`src/subiu_pkg.sv`:
```
// Purpose: Shared constants and types for the subtract instruction unit.
// Assumes: 14-bit instruction words, 8-bit data path, 7-bit file address.
// Notes:   Phase enumeration is shared by the phase sequencer and the datapath.
package subiu_pkg;
    localparam int unsigned DATA_W = 8;
    localparam int unsigned ADDR_W = 7;
    localparam int unsigned INSN_W = 14;
    // Immediate subtract: 11 110x kkkk kkkk.
    localparam logic [4:0]  IMM_OP_VAL   = 5'h1e;
    localparam int unsigned IMM_OP_MSB   = 13;
    localparam int unsigned IMM_OP_LSB   = 9;
    // Register subtract: 00 0010 dfff ffff.
    localparam logic [5:0]  REG_OP_VAL   = 6'h02;
    localparam int unsigned REG_OP_MSB   = 13;
    localparam int unsigned REG_OP_LSB   = 8;
    localparam int unsigned DEST_BIT     = 7;
    localparam int unsigned IMM_MSB      = 7;
    localparam int unsigned ADDR_MSB     = 6;
    localparam logic [7:0]  ACC_RESET    = 8'h00;
    localparam logic [1:0]  PHASE_RESET  = 2'h0;
    typedef enum logic [1:0] {
        SUBIU_Q1,
        SUBIU_Q2,
        SUBIU_Q3,
        SUBIU_Q4
    } subiu_phase_t;
endpackage

```
`src/subiu_phase.sv`:
```
// Purpose: Four-phase sequencer that splits each instruction cycle into Q1..Q4.
// Assumes: One phase per clock; the cycle restarts at Q1 after reset.
// Notes:   The phase is a registered output so all consumers see the same edge.
`timescale 1ns/1ps
`default_nettype none
module subiu_phase (
    input  wire logic                   i_clk,
    input  wire logic                   i_resetn,
    output subiu_pkg::subiu_phase_t     o_phase
);
    typedef struct packed {
        logic [1:0] ph;
    } subiu_phase_state_t;

    subiu_phase_state_t s_q;
    subiu_phase_state_t s_d;

    always_comb begin
        s_d    = s_q;
        s_d.ph = s_q.ph + 2'h1;
    end

    always_ff @(posedge i_clk) begin
        if (!i_resetn) begin
            s_q.ph <= subiu_pkg::PHASE_RESET;
        end else begin
            s_q <= s_d;
        end
    end

    assign o_phase = subiu_pkg::subiu_phase_t'(s_q.ph);
endmodule // subiu_phase
`default_nettype wire

```
`src/subiu_top.sv`:
```
// Purpose: Datapath for the immediate and register subtract instructions.
// Assumes: Decoder holds i_insn for a whole cycle; register data is valid from Q2.
// Notes:   Other opcodes pass through untouched; status writes go to o_stat_*.
//
// What this block does
// - Immediate subtract decodes Q1, fetches immediate Q2, computes Q3, writes Q4.
// - Immediate subtract puts immediate minus accumulator, 8 bits, into accumulator.
// - Positive difference sets borrow bit and clears the zero flag.
// - Zero difference sets both the borrow bit and the zero flag.
// - Negative difference clears borrow and zero; result wraps modulo 256.
// - Register subtract computes register minus accumulator; dest bit picks target.
// - Register subtract takes a 7-bit bank address and one destination bit.
// - Immediate subtract opcode is 11 110x followed by the 8-bit immediate.
// - Only borrow, nibble-borrow and zero status bits are updated.
`timescale 1ns/1ps
`default_nettype none
module subiu_top (
    input  wire logic                   i_clk,
    input  wire logic                   i_resetn,
    input  wire logic [13:0]            i_insn,
    input  wire logic [7:0]             i_reg_rdata,
    output logic      [6:0]             o_reg_addr,
    output logic                        o_reg_we,
    output logic      [7:0]             o_reg_wdata,
    output logic      [7:0]             o_acc,
    output logic                        o_stat_we,
    output logic                        o_carry,
    output logic                        o_nibble_borrow_bit,
    output logic                        o_zero,
    output subiu_pkg::subiu_phase_t     o_phase
);
    typedef struct packed {
        logic       is_imm;
        logic       is_reg;
        logic       dest;
        logic [6:0] addr;
        logic [7:0] minuend;
        logic [7:0] diff;
        logic       carry_n;
        logic       nib;
        logic       zero_n;
        logic [7:0] acc;
        logic       reg_we;
        logic [7:0] reg_wdata;
        logic       stat_we;
        logic       carry;
        logic       nibble;
        logic       zero;
    } subiu_state_t;

    subiu_state_t            s_q;
    subiu_state_t            s_d;
    subiu_pkg::subiu_phase_t phase;

    subiu_phase u_phase (
        .i_clk    (i_clk),
        .i_resetn (i_resetn),
        .o_phase  (phase)
    );

    function automatic logic dec_imm(input logic [13:0] w);
        dec_imm = (w[subiu_pkg::IMM_OP_MSB:subiu_pkg::IMM_OP_LSB]
                   == subiu_pkg::IMM_OP_VAL);
    endfunction

    function automatic logic dec_reg(input logic [13:0] w);
        dec_reg = (w[subiu_pkg::REG_OP_MSB:subiu_pkg::REG_OP_LSB] == subiu_pkg::REG_OP_VAL);
    endfunction

    logic [8:0] full_sum;
    logic [4:0] low_sum;

    always_comb begin
        s_d         = s_q;
        s_d.reg_we  = 1'b0;
        s_d.stat_we = 1'b0;
        // Subtraction as a + ~b + 1 so the carry out is the no-borrow flag directly.
        full_sum = {1'b0, s_q.minuend} + {1'b0, ~s_q.acc} + 9'h001;
        low_sum  = {1'b0, s_q.minuend[3:0]} + {1'b0, ~s_q.acc[3:0]} + 5'h01;
        unique case (phase)
            subiu_pkg::SUBIU_Q1: begin
                s_d.is_imm = dec_imm(i_insn);
                s_d.is_reg = dec_reg(i_insn);
                s_d.dest   = i_insn[subiu_pkg::DEST_BIT];
                s_d.addr   = i_insn[subiu_pkg::ADDR_MSB:0];
            end
            subiu_pkg::SUBIU_Q2: begin
                if (s_q.is_imm) begin
                    s_d.minuend = i_insn[subiu_pkg::IMM_MSB:0];
                end else begin
                    s_d.minuend = i_reg_rdata;
                end
            end
            subiu_pkg::SUBIU_Q3: begin
                s_d.diff    = full_sum[7:0];
                s_d.carry_n = full_sum[8];
                s_d.nib     = low_sum[4];
                s_d.zero_n  = (full_sum[7:0] == 8'h00);
            end
            subiu_pkg::SUBIU_Q4: begin
                if (s_q.is_imm || s_q.is_reg) begin
                    s_d.stat_we = 1'b1;
                    s_d.carry   = s_q.carry_n;
                    s_d.nibble  = s_q.nib;
                    s_d.zero    = s_q.zero_n;
                    if (s_q.is_reg && s_q.dest) begin
                        s_d.reg_we    = 1'b1;
                        s_d.reg_wdata = s_q.diff;
                    end else begin
                        s_d.acc = s_q.diff;
                    end
                end
            end
        endcase
    end

    always_ff @(posedge i_clk) begin
        if (!i_resetn) begin
            s_q     <= '0;
            s_q.acc <= subiu_pkg::ACC_RESET;
        end else begin
            s_q <= s_d;
        end
    end

    assign o_reg_addr          = s_q.addr;
    assign o_reg_we            = s_q.reg_we;
    assign o_reg_wdata         = s_q.reg_wdata;
    assign o_acc               = s_q.acc;
    assign o_stat_we           = s_q.stat_we;
    assign o_carry             = s_q.carry;
    assign o_nibble_borrow_bit = s_q.nibble;
    assign o_zero              = s_q.zero;
    assign o_phase             = phase;

    // The checkers match opcodes from the encodings so a broken decode function is caught.
    logic op_imm_seen;
    logic op_reg_seen;
    assign op_imm_seen = i_insn[subiu_pkg::IMM_OP_MSB:subiu_pkg::IMM_OP_LSB]
                         == subiu_pkg::IMM_OP_VAL;
    assign op_reg_seen = i_insn[subiu_pkg::REG_OP_MSB:subiu_pkg::REG_OP_LSB]
                         == subiu_pkg::REG_OP_VAL;

    // Writes only become visible on the edge that ends Q4.
    write_phase_a: assert property (@(posedge i_clk) disable iff (!i_resetn)
        (o_stat_we || o_reg_we) |-> $past(phase) == subiu_pkg::SUBIU_Q4)
        else $error("write outside Q4");
    pulse_once_a: assert property (@(posedge i_clk) disable iff (!i_resetn)
        (o_stat_we || o_reg_we) |=> (!o_stat_we && !o_reg_we))
        else $error("write pulse longer than one cycle");
    phase_order_a: assert property (@(posedge i_clk) disable iff (!i_resetn)
        (phase == subiu_pkg::SUBIU_Q4) |=> (phase == subiu_pkg::SUBIU_Q1))
        else $error("cycle did not restart at Q1");
    // Reset must leave the unit at Q1 with nothing pending, or a stale write follows release.
    reset_state_a: assert property (@(posedge i_clk)
        !i_resetn |=> (phase == subiu_pkg::SUBIU_Q1 && !o_stat_we && !o_reg_we
                       && o_acc == subiu_pkg::ACC_RESET))
        else $error("reset left the unit busy");
    zero_flag_a: assert property (@(posedge i_clk) disable iff (!i_resetn)
        (o_stat_we && !o_reg_we) |-> (o_zero == (o_acc == 8'h00)))
        else $error("zero flag does not match result");
    zero_reg_a: assert property (@(posedge i_clk) disable iff (!i_resetn)
        (o_stat_we && o_reg_we) |-> (o_zero == (o_reg_wdata == 8'h00)))
        else $error("zero flag does not match register result");
    zero_carry_a: assert property (@(posedge i_clk) disable iff (!i_resetn)
        (o_stat_we && o_zero) |-> o_carry)
        else $error("zero result without carry");
    zero_nibble_a: assert property (@(posedge i_clk) disable iff (!i_resetn)
        (o_stat_we && o_zero) |-> o_nibble_borrow_bit)
        else $error("zero result with nibble borrow");
    imm_result_a: assert property (@(posedge i_clk) disable iff (!i_resetn)
        (phase == subiu_pkg::SUBIU_Q1 && op_imm_seen)
        |-> ##4 (o_stat_we && !o_reg_we))
        else $error("immediate subtract not carried out");
    // The decoder may move on after Q4, so the immediate is taken as it stood at Q2.
    imm_value_a: assert property (@(posedge i_clk) disable iff (!i_resetn)
        (phase == subiu_pkg::SUBIU_Q2 && s_q.is_imm && $stable(i_insn))
        |-> ##3 o_stat_we && (o_acc == 8'($past(i_insn[7:0], 3) - $past(o_acc, 3))))
        else $error("immediate result wrong");
    // Register data is checked as it stood at the end of Q2, when the unit took it.
    reg_result_a: assert property (@(posedge i_clk) disable iff (!i_resetn)
        (phase == subiu_pkg::SUBIU_Q1 && op_reg_seen && i_insn[subiu_pkg::DEST_BIT])
        |-> ##4 o_reg_we && o_stat_we
        && (o_reg_wdata == 8'($past(i_reg_rdata, 3) - $past(o_acc, 4))))
        else $error("register result wrong");
    reg_to_acc_a: assert property (@(posedge i_clk) disable iff (!i_resetn)
        (phase == subiu_pkg::SUBIU_Q1 && op_reg_seen && !i_insn[subiu_pkg::DEST_BIT])
        |-> ##4 o_stat_we && !o_reg_we
        && (o_acc == 8'($past(i_reg_rdata, 3) - $past(o_acc, 4))))
        else $error("register result to accumulator wrong");
    reg_addr_a: assert property (@(posedge i_clk) disable iff (!i_resetn)
        (phase == subiu_pkg::SUBIU_Q1) |=> (o_reg_addr == $past(i_insn[subiu_pkg::ADDR_MSB:0])))
        else $error("register address not taken in Q1");
    borrow_bit_a: assert property (@(posedge i_clk) disable iff (!i_resetn)
        (phase == subiu_pkg::SUBIU_Q4 && (s_q.is_imm || s_q.is_reg))
        |=> o_carry == ($past(s_q.minuend) >= $past(s_q.acc)))
        else $error("borrow bit wrong");
    nibble_borrow_a: assert property (@(posedge i_clk) disable iff (!i_resetn)
        (phase == subiu_pkg::SUBIU_Q4 && (s_q.is_imm || s_q.is_reg))
        |=> o_nibble_borrow_bit == ($past(s_q.minuend[3:0]) >= $past(s_q.acc[3:0])))
        else $error("nibble borrow wrong");
    dest_reg_a: assert property (@(posedge i_clk) disable iff (!i_resetn)
        o_reg_we |-> $stable(o_acc) && o_stat_we)
        else $error("register target also touched accumulator");
    status_only_a: assert property (@(posedge i_clk) disable iff (!i_resetn)
        !o_stat_we |-> $stable(o_carry) && $stable(o_zero)
        && $stable(o_nibble_borrow_bit))
        else $error("status changed without an update");
    other_op_a: assert property (@(posedge i_clk) disable iff (!i_resetn)
        (phase == subiu_pkg::SUBIU_Q1 && !op_imm_seen && !op_reg_seen)
        |-> ##4 (!o_stat_we && !o_reg_we && $stable(o_acc)))
        else $error("unrelated opcode changed the unit");
    acc_hold_a: assert property (@(posedge i_clk) disable iff (!i_resetn)
        !o_stat_we |-> $stable(o_acc))
        else $error("accumulator changed without an update");

    imm_cover_c: cover property (@(posedge i_clk) o_stat_we && !o_reg_we);
    reg_cover_c: cover property (@(posedge i_clk) o_reg_we);
    neg_cover_c: cover property (@(posedge i_clk) o_stat_we && !o_carry);
    zero_cover_c: cover property (@(posedge i_clk) o_stat_we && o_zero);
    nib_cover_c: cover property (@(posedge i_clk) o_stat_we && !o_nibble_borrow_bit);
endmodule // subiu_top
`default_nettype wire

```
`config.mk`:
```
export PLATFORM = sky130hd
export DESIGN_NAME = subiu_top
export DESIGN_NICKNAME = d
export VERILOG_FILES = /design/src/subiu_pkg.sv /design/src/subiu_phase.sv /design/src/subiu_top.sv
export SDC_FILE = /design/constraint.sdc
export NUM_CORES = 1
export LEC_CHECK = 0
export ABC_CLOCK_PERIOD_IN_PS = 4880
export BUFFER_PORTS_ARGS = -buffer_cell sky130_fd_sc_hd__buf_2
export CAP_MARGIN = 10
export CORE_UTILIZATION = 38
export DETAILED_ROUTE_END_ITERATION = 8
export SYNTH_ARGS = -nofsm -noshare
export SYNTH_HDL_FRONTEND = slang
export SYNTH_SLANG_ARGS = --single-unit
```
`constraint.sdc`:
```
create_clock -name i_clk -period 4.88 [get_ports i_clk]
set_input_delay 0.244 -clock i_clk [delete_from_list [all_inputs] [get_ports i_clk]]
set_output_delay 0.244 -clock i_clk [all_outputs]
set_load 0.01 [all_outputs]
```
==> results.tsv <==
stage	metric	value	unit
min_path	hold_class	in -> reg	
global_route	grt_pass1_wl	7630	um
finish	multi_input_area	1140	um^2
pwr	leakagePower	0.00131	uW
logic_synthesis	post_synth.cell_area_avg	9.40	um^2
sta	slew_headroom	0.552	
critical_path	crit_type	reg -> reg	
critical_path	crit_slowest_cell	fa_1	
floorplanning	die-area	6810	um^2
critical_path	crit_family	compound AO/OA/AOI/OAI gates	
floorplanning	io_pins	54	
sta	finalSetupViolCount	0	
floorplanning	die_x	82.5	um
placement	portBuffers	53	
sta	worst_slack	2.79	ns
min_path	hold_depth	3	
logic_synthesis	synthAdderAreaFrac	0.0691	
global_route	grt_start_max_net_pins	49	
cts	cts_buffer_depth	2	
logic_synthesis	synth-compound-area-share	0.0889	
finish	fillers	628	
logic_synthesis	async_flop_share	0	
sta	finalClockSkew	0.00684	ns
cts	cts_sinks	52	
placement	post-place-ws	2.81	ns
drt	vias_per_cell	4.79	
sta	hold_viol	0	
logic_synthesis	muxShareOfSynthArea	0.167	
critical_path	rrSetupSlack	2.79	ns
logic_synthesis	post_synth_xor_area_fraction	0.0178	
pwr	power_density	326	nW/um^2
min_path	min-delay-start	i_insn[3]	
finish	synthToLayoutAreaGrowth	10.6	%
drt	dr_wl_met3	261	um
drt	drtIter0Drc	50	
finish	fin_nets	326	
run_status	status	completed	
floorplanning	dieHeight	82.5	um
placement	routabilityCongestion	0.828	
logic_synthesis	synthCells	262	
logic_synthesis	syn-num-nets	299	
critical_path	crit_path_start_kind	register	
cts	ctsResizeCount	0	
sta	grt_setup_unrepaired	no	
cts	holdBufCountCts	0	
cts	clkTransAtPathRegs	0.09	ns
drt	routed.top_layer	met4	
critical_path	cp-end-kind	register	
critical_path	cp.buffers_inverters	1	
global_route	grt-ovfl-total	0	
sta	worst_pin_slew	0.672	ns
sta	setup_tns	0	ns
global_route	antenna_found_initial	0	
logic_synthesis	yosysWarnings	0	
cts	cts_tree	done	
sta	drv_slew	0	
cts	insertion_delay	0.31	ns
placement	dpl.hpwl	3390	um
cts	clockRootBuffer	clkbuf_8	
critical_path	cp.arrival	2.35	ns
finish	diodes	0	
critical_path	cp_max_fo	3	
critical_path	cp_slowest_stage_delay	0.43	ns
logic_synthesis	synth-simple-area-share	0.122	
run	maxCapViolCount	0	
cts	numCtsBuffers	5	
logic_synthesis	ys_seq_area_frac	0.423	
critical_path	crit_chain	ha_1, inv_1, fa_1, a211oi_2, o21bai_1, a21oi_2, xnor2_1, nor4_1, a32o_1	
critical_path	worstRegToRegCells	9	
drt	met1_length	2400	um
cts	htreeDepth	2	
logic_synthesis	synth_edf_count	0	
critical_path	rr_startpoint	o_acc[0]	
floorplanning	initial_core_util	0.404	
sta	finalCritPeriodShare	0.429	
logic_synthesis	synth.distinct_cells	34	
finish	drive_above_1_share	0.228	
drt	wl_met2	1910	um
finish	layout_common_cells	buf_2 (53), dfxtp_1 (52), nor2_1 (50)	
logic_synthesis	syn-cell-area	2460	um^2
cts	cts_setup_buffers	0	
finish	final_common_cell	buf_2	
drt	detailedRoute.firstPassIterationCount	4	
sta	fin_crit	2.09	ns
drt	final_antenna_net_count	0	
drt	avgRoutedWirePerCell	12.7	um
drt	drc	0	
logic_synthesis	synth_ff_type	dfxtp_1	
finish	ff_latch_area	1040	um^2
floorplanning	rows	28	
critical_path	reg2reg_to	s_q[21]	
drt	via_count	1748	
sta	fmax	478	MHz
min_path	hold_end	o_reg_addr[3]	
floorplanning	fp.coreArea	6100	um^2
critical_path	crit_required	5.13	ns
logic_synthesis	synth_top_family_by_area	multiplexers	
logic_synthesis	synth_seq_cells	52	
pwr	ir_drop	0.000166	V
drt	drt-total-wl	4640	um
global_route	grt_pass1_vias	1508	
global_route	grt.total_usage	0.152	
==> worst max-delay path by stage <==
stage	from	slack, ns	cells past startpoint	to
after floorplan	o_acc[0]	2.95	9	s_q[21]
after global placement	o_acc[0]	2.85	9	s_q[21]
after detailed placement	o_acc[0]	2.81	9	s_q[21]
after CTS	o_acc[0]	2.79	9	s_q[21]
after global routing	o_acc[0]	2.61	9	s_q[21]
final	o_acc[0]	2.79	9	s_q[21]
==> cells by family after synthesis <==
group	after synthesis
and+or+nand+nor	69
DFF	52
buffers and inverters	50
muxes	41
AOI/OAI and AO/OA	32
adders and majority gates	13
xor gates and xnor gates	5
==> registers in the layout (all words and copies together), names as in the netlist, 2 cells and up <==
register         cells
s_q                 22
o_acc                8
o_reg_wdata          8
o_reg_addr           7
u_phase.o_phase      2
==> through the flow <==
stage          instance area, um^2  hold slack (ns)  total power, uW  utilization  std cells
5_1_grt                       2720            0.176              942        0.447        365
6_report                      2720            0.181              889        0.447        365
3_3_place_gp                  2610            0.458              604        0.429        357
4_1_cts                       2720            0.173              904        0.447        365
2_1_floorplan                 2460            0.366              573            -        262
3_5_place_dp                  2610            0.466              606        0.429        357
==> synth_stat cells (3+ instances only) <==
master | number | area (um^2)
a211oi_1 | 12 | 90.1
a21oi_1 | 7 | 35.0
buf_4 | 23 | 173
clkbuf_1 | 7 | 26.3
dfxtp_1 | 52 | 1040
ha_1 | 12 | 150
inv_1 | 16 | 60.1
mux2i_1 | 41 | 410
nand2_1 | 3 | 11.3
nor2_1 | 50 | 188
nor3_1 | 3 | 15.0
nor4_1 | 3 | 18.8
o21ai_0 | 3 | 15.0
xnor2_1 | 4 | 35.0
==> per-layer routing <==
layer  up-vias  track usage
li1        917            -
met1       776        0.214
met2        49        0.220
met3         6       0.0407
met4         0       0.0569
met5         -            0
==> worst register-to-register path, delay by kind of cell (launching register included) <==
kind	cells	cell delay, ns
simple gates	1	0.27
buf+inv	1	0.05
compound gates	4	0.65
fa+ha+maj	2	0.60
xor+xnor	1	0.09
flops	1	0.37
==> layout make-up <==
type                       count  share of cell area
clock inverter                 3              0.0156
inverter                      16              0.0220
timing repair buffer          54               0.100
clock buffer                   5              0.0253
multi-input combinational    160               0.420
tap                           75              0.0345
sequential                    52               0.382
==> power breakdown <==
group,switching [uW],internal (uW)
combinational,73.9,61.8
clock,142,152
sequential,14.8,444
No activity file was read; power rests on OpenSTA's default activity.
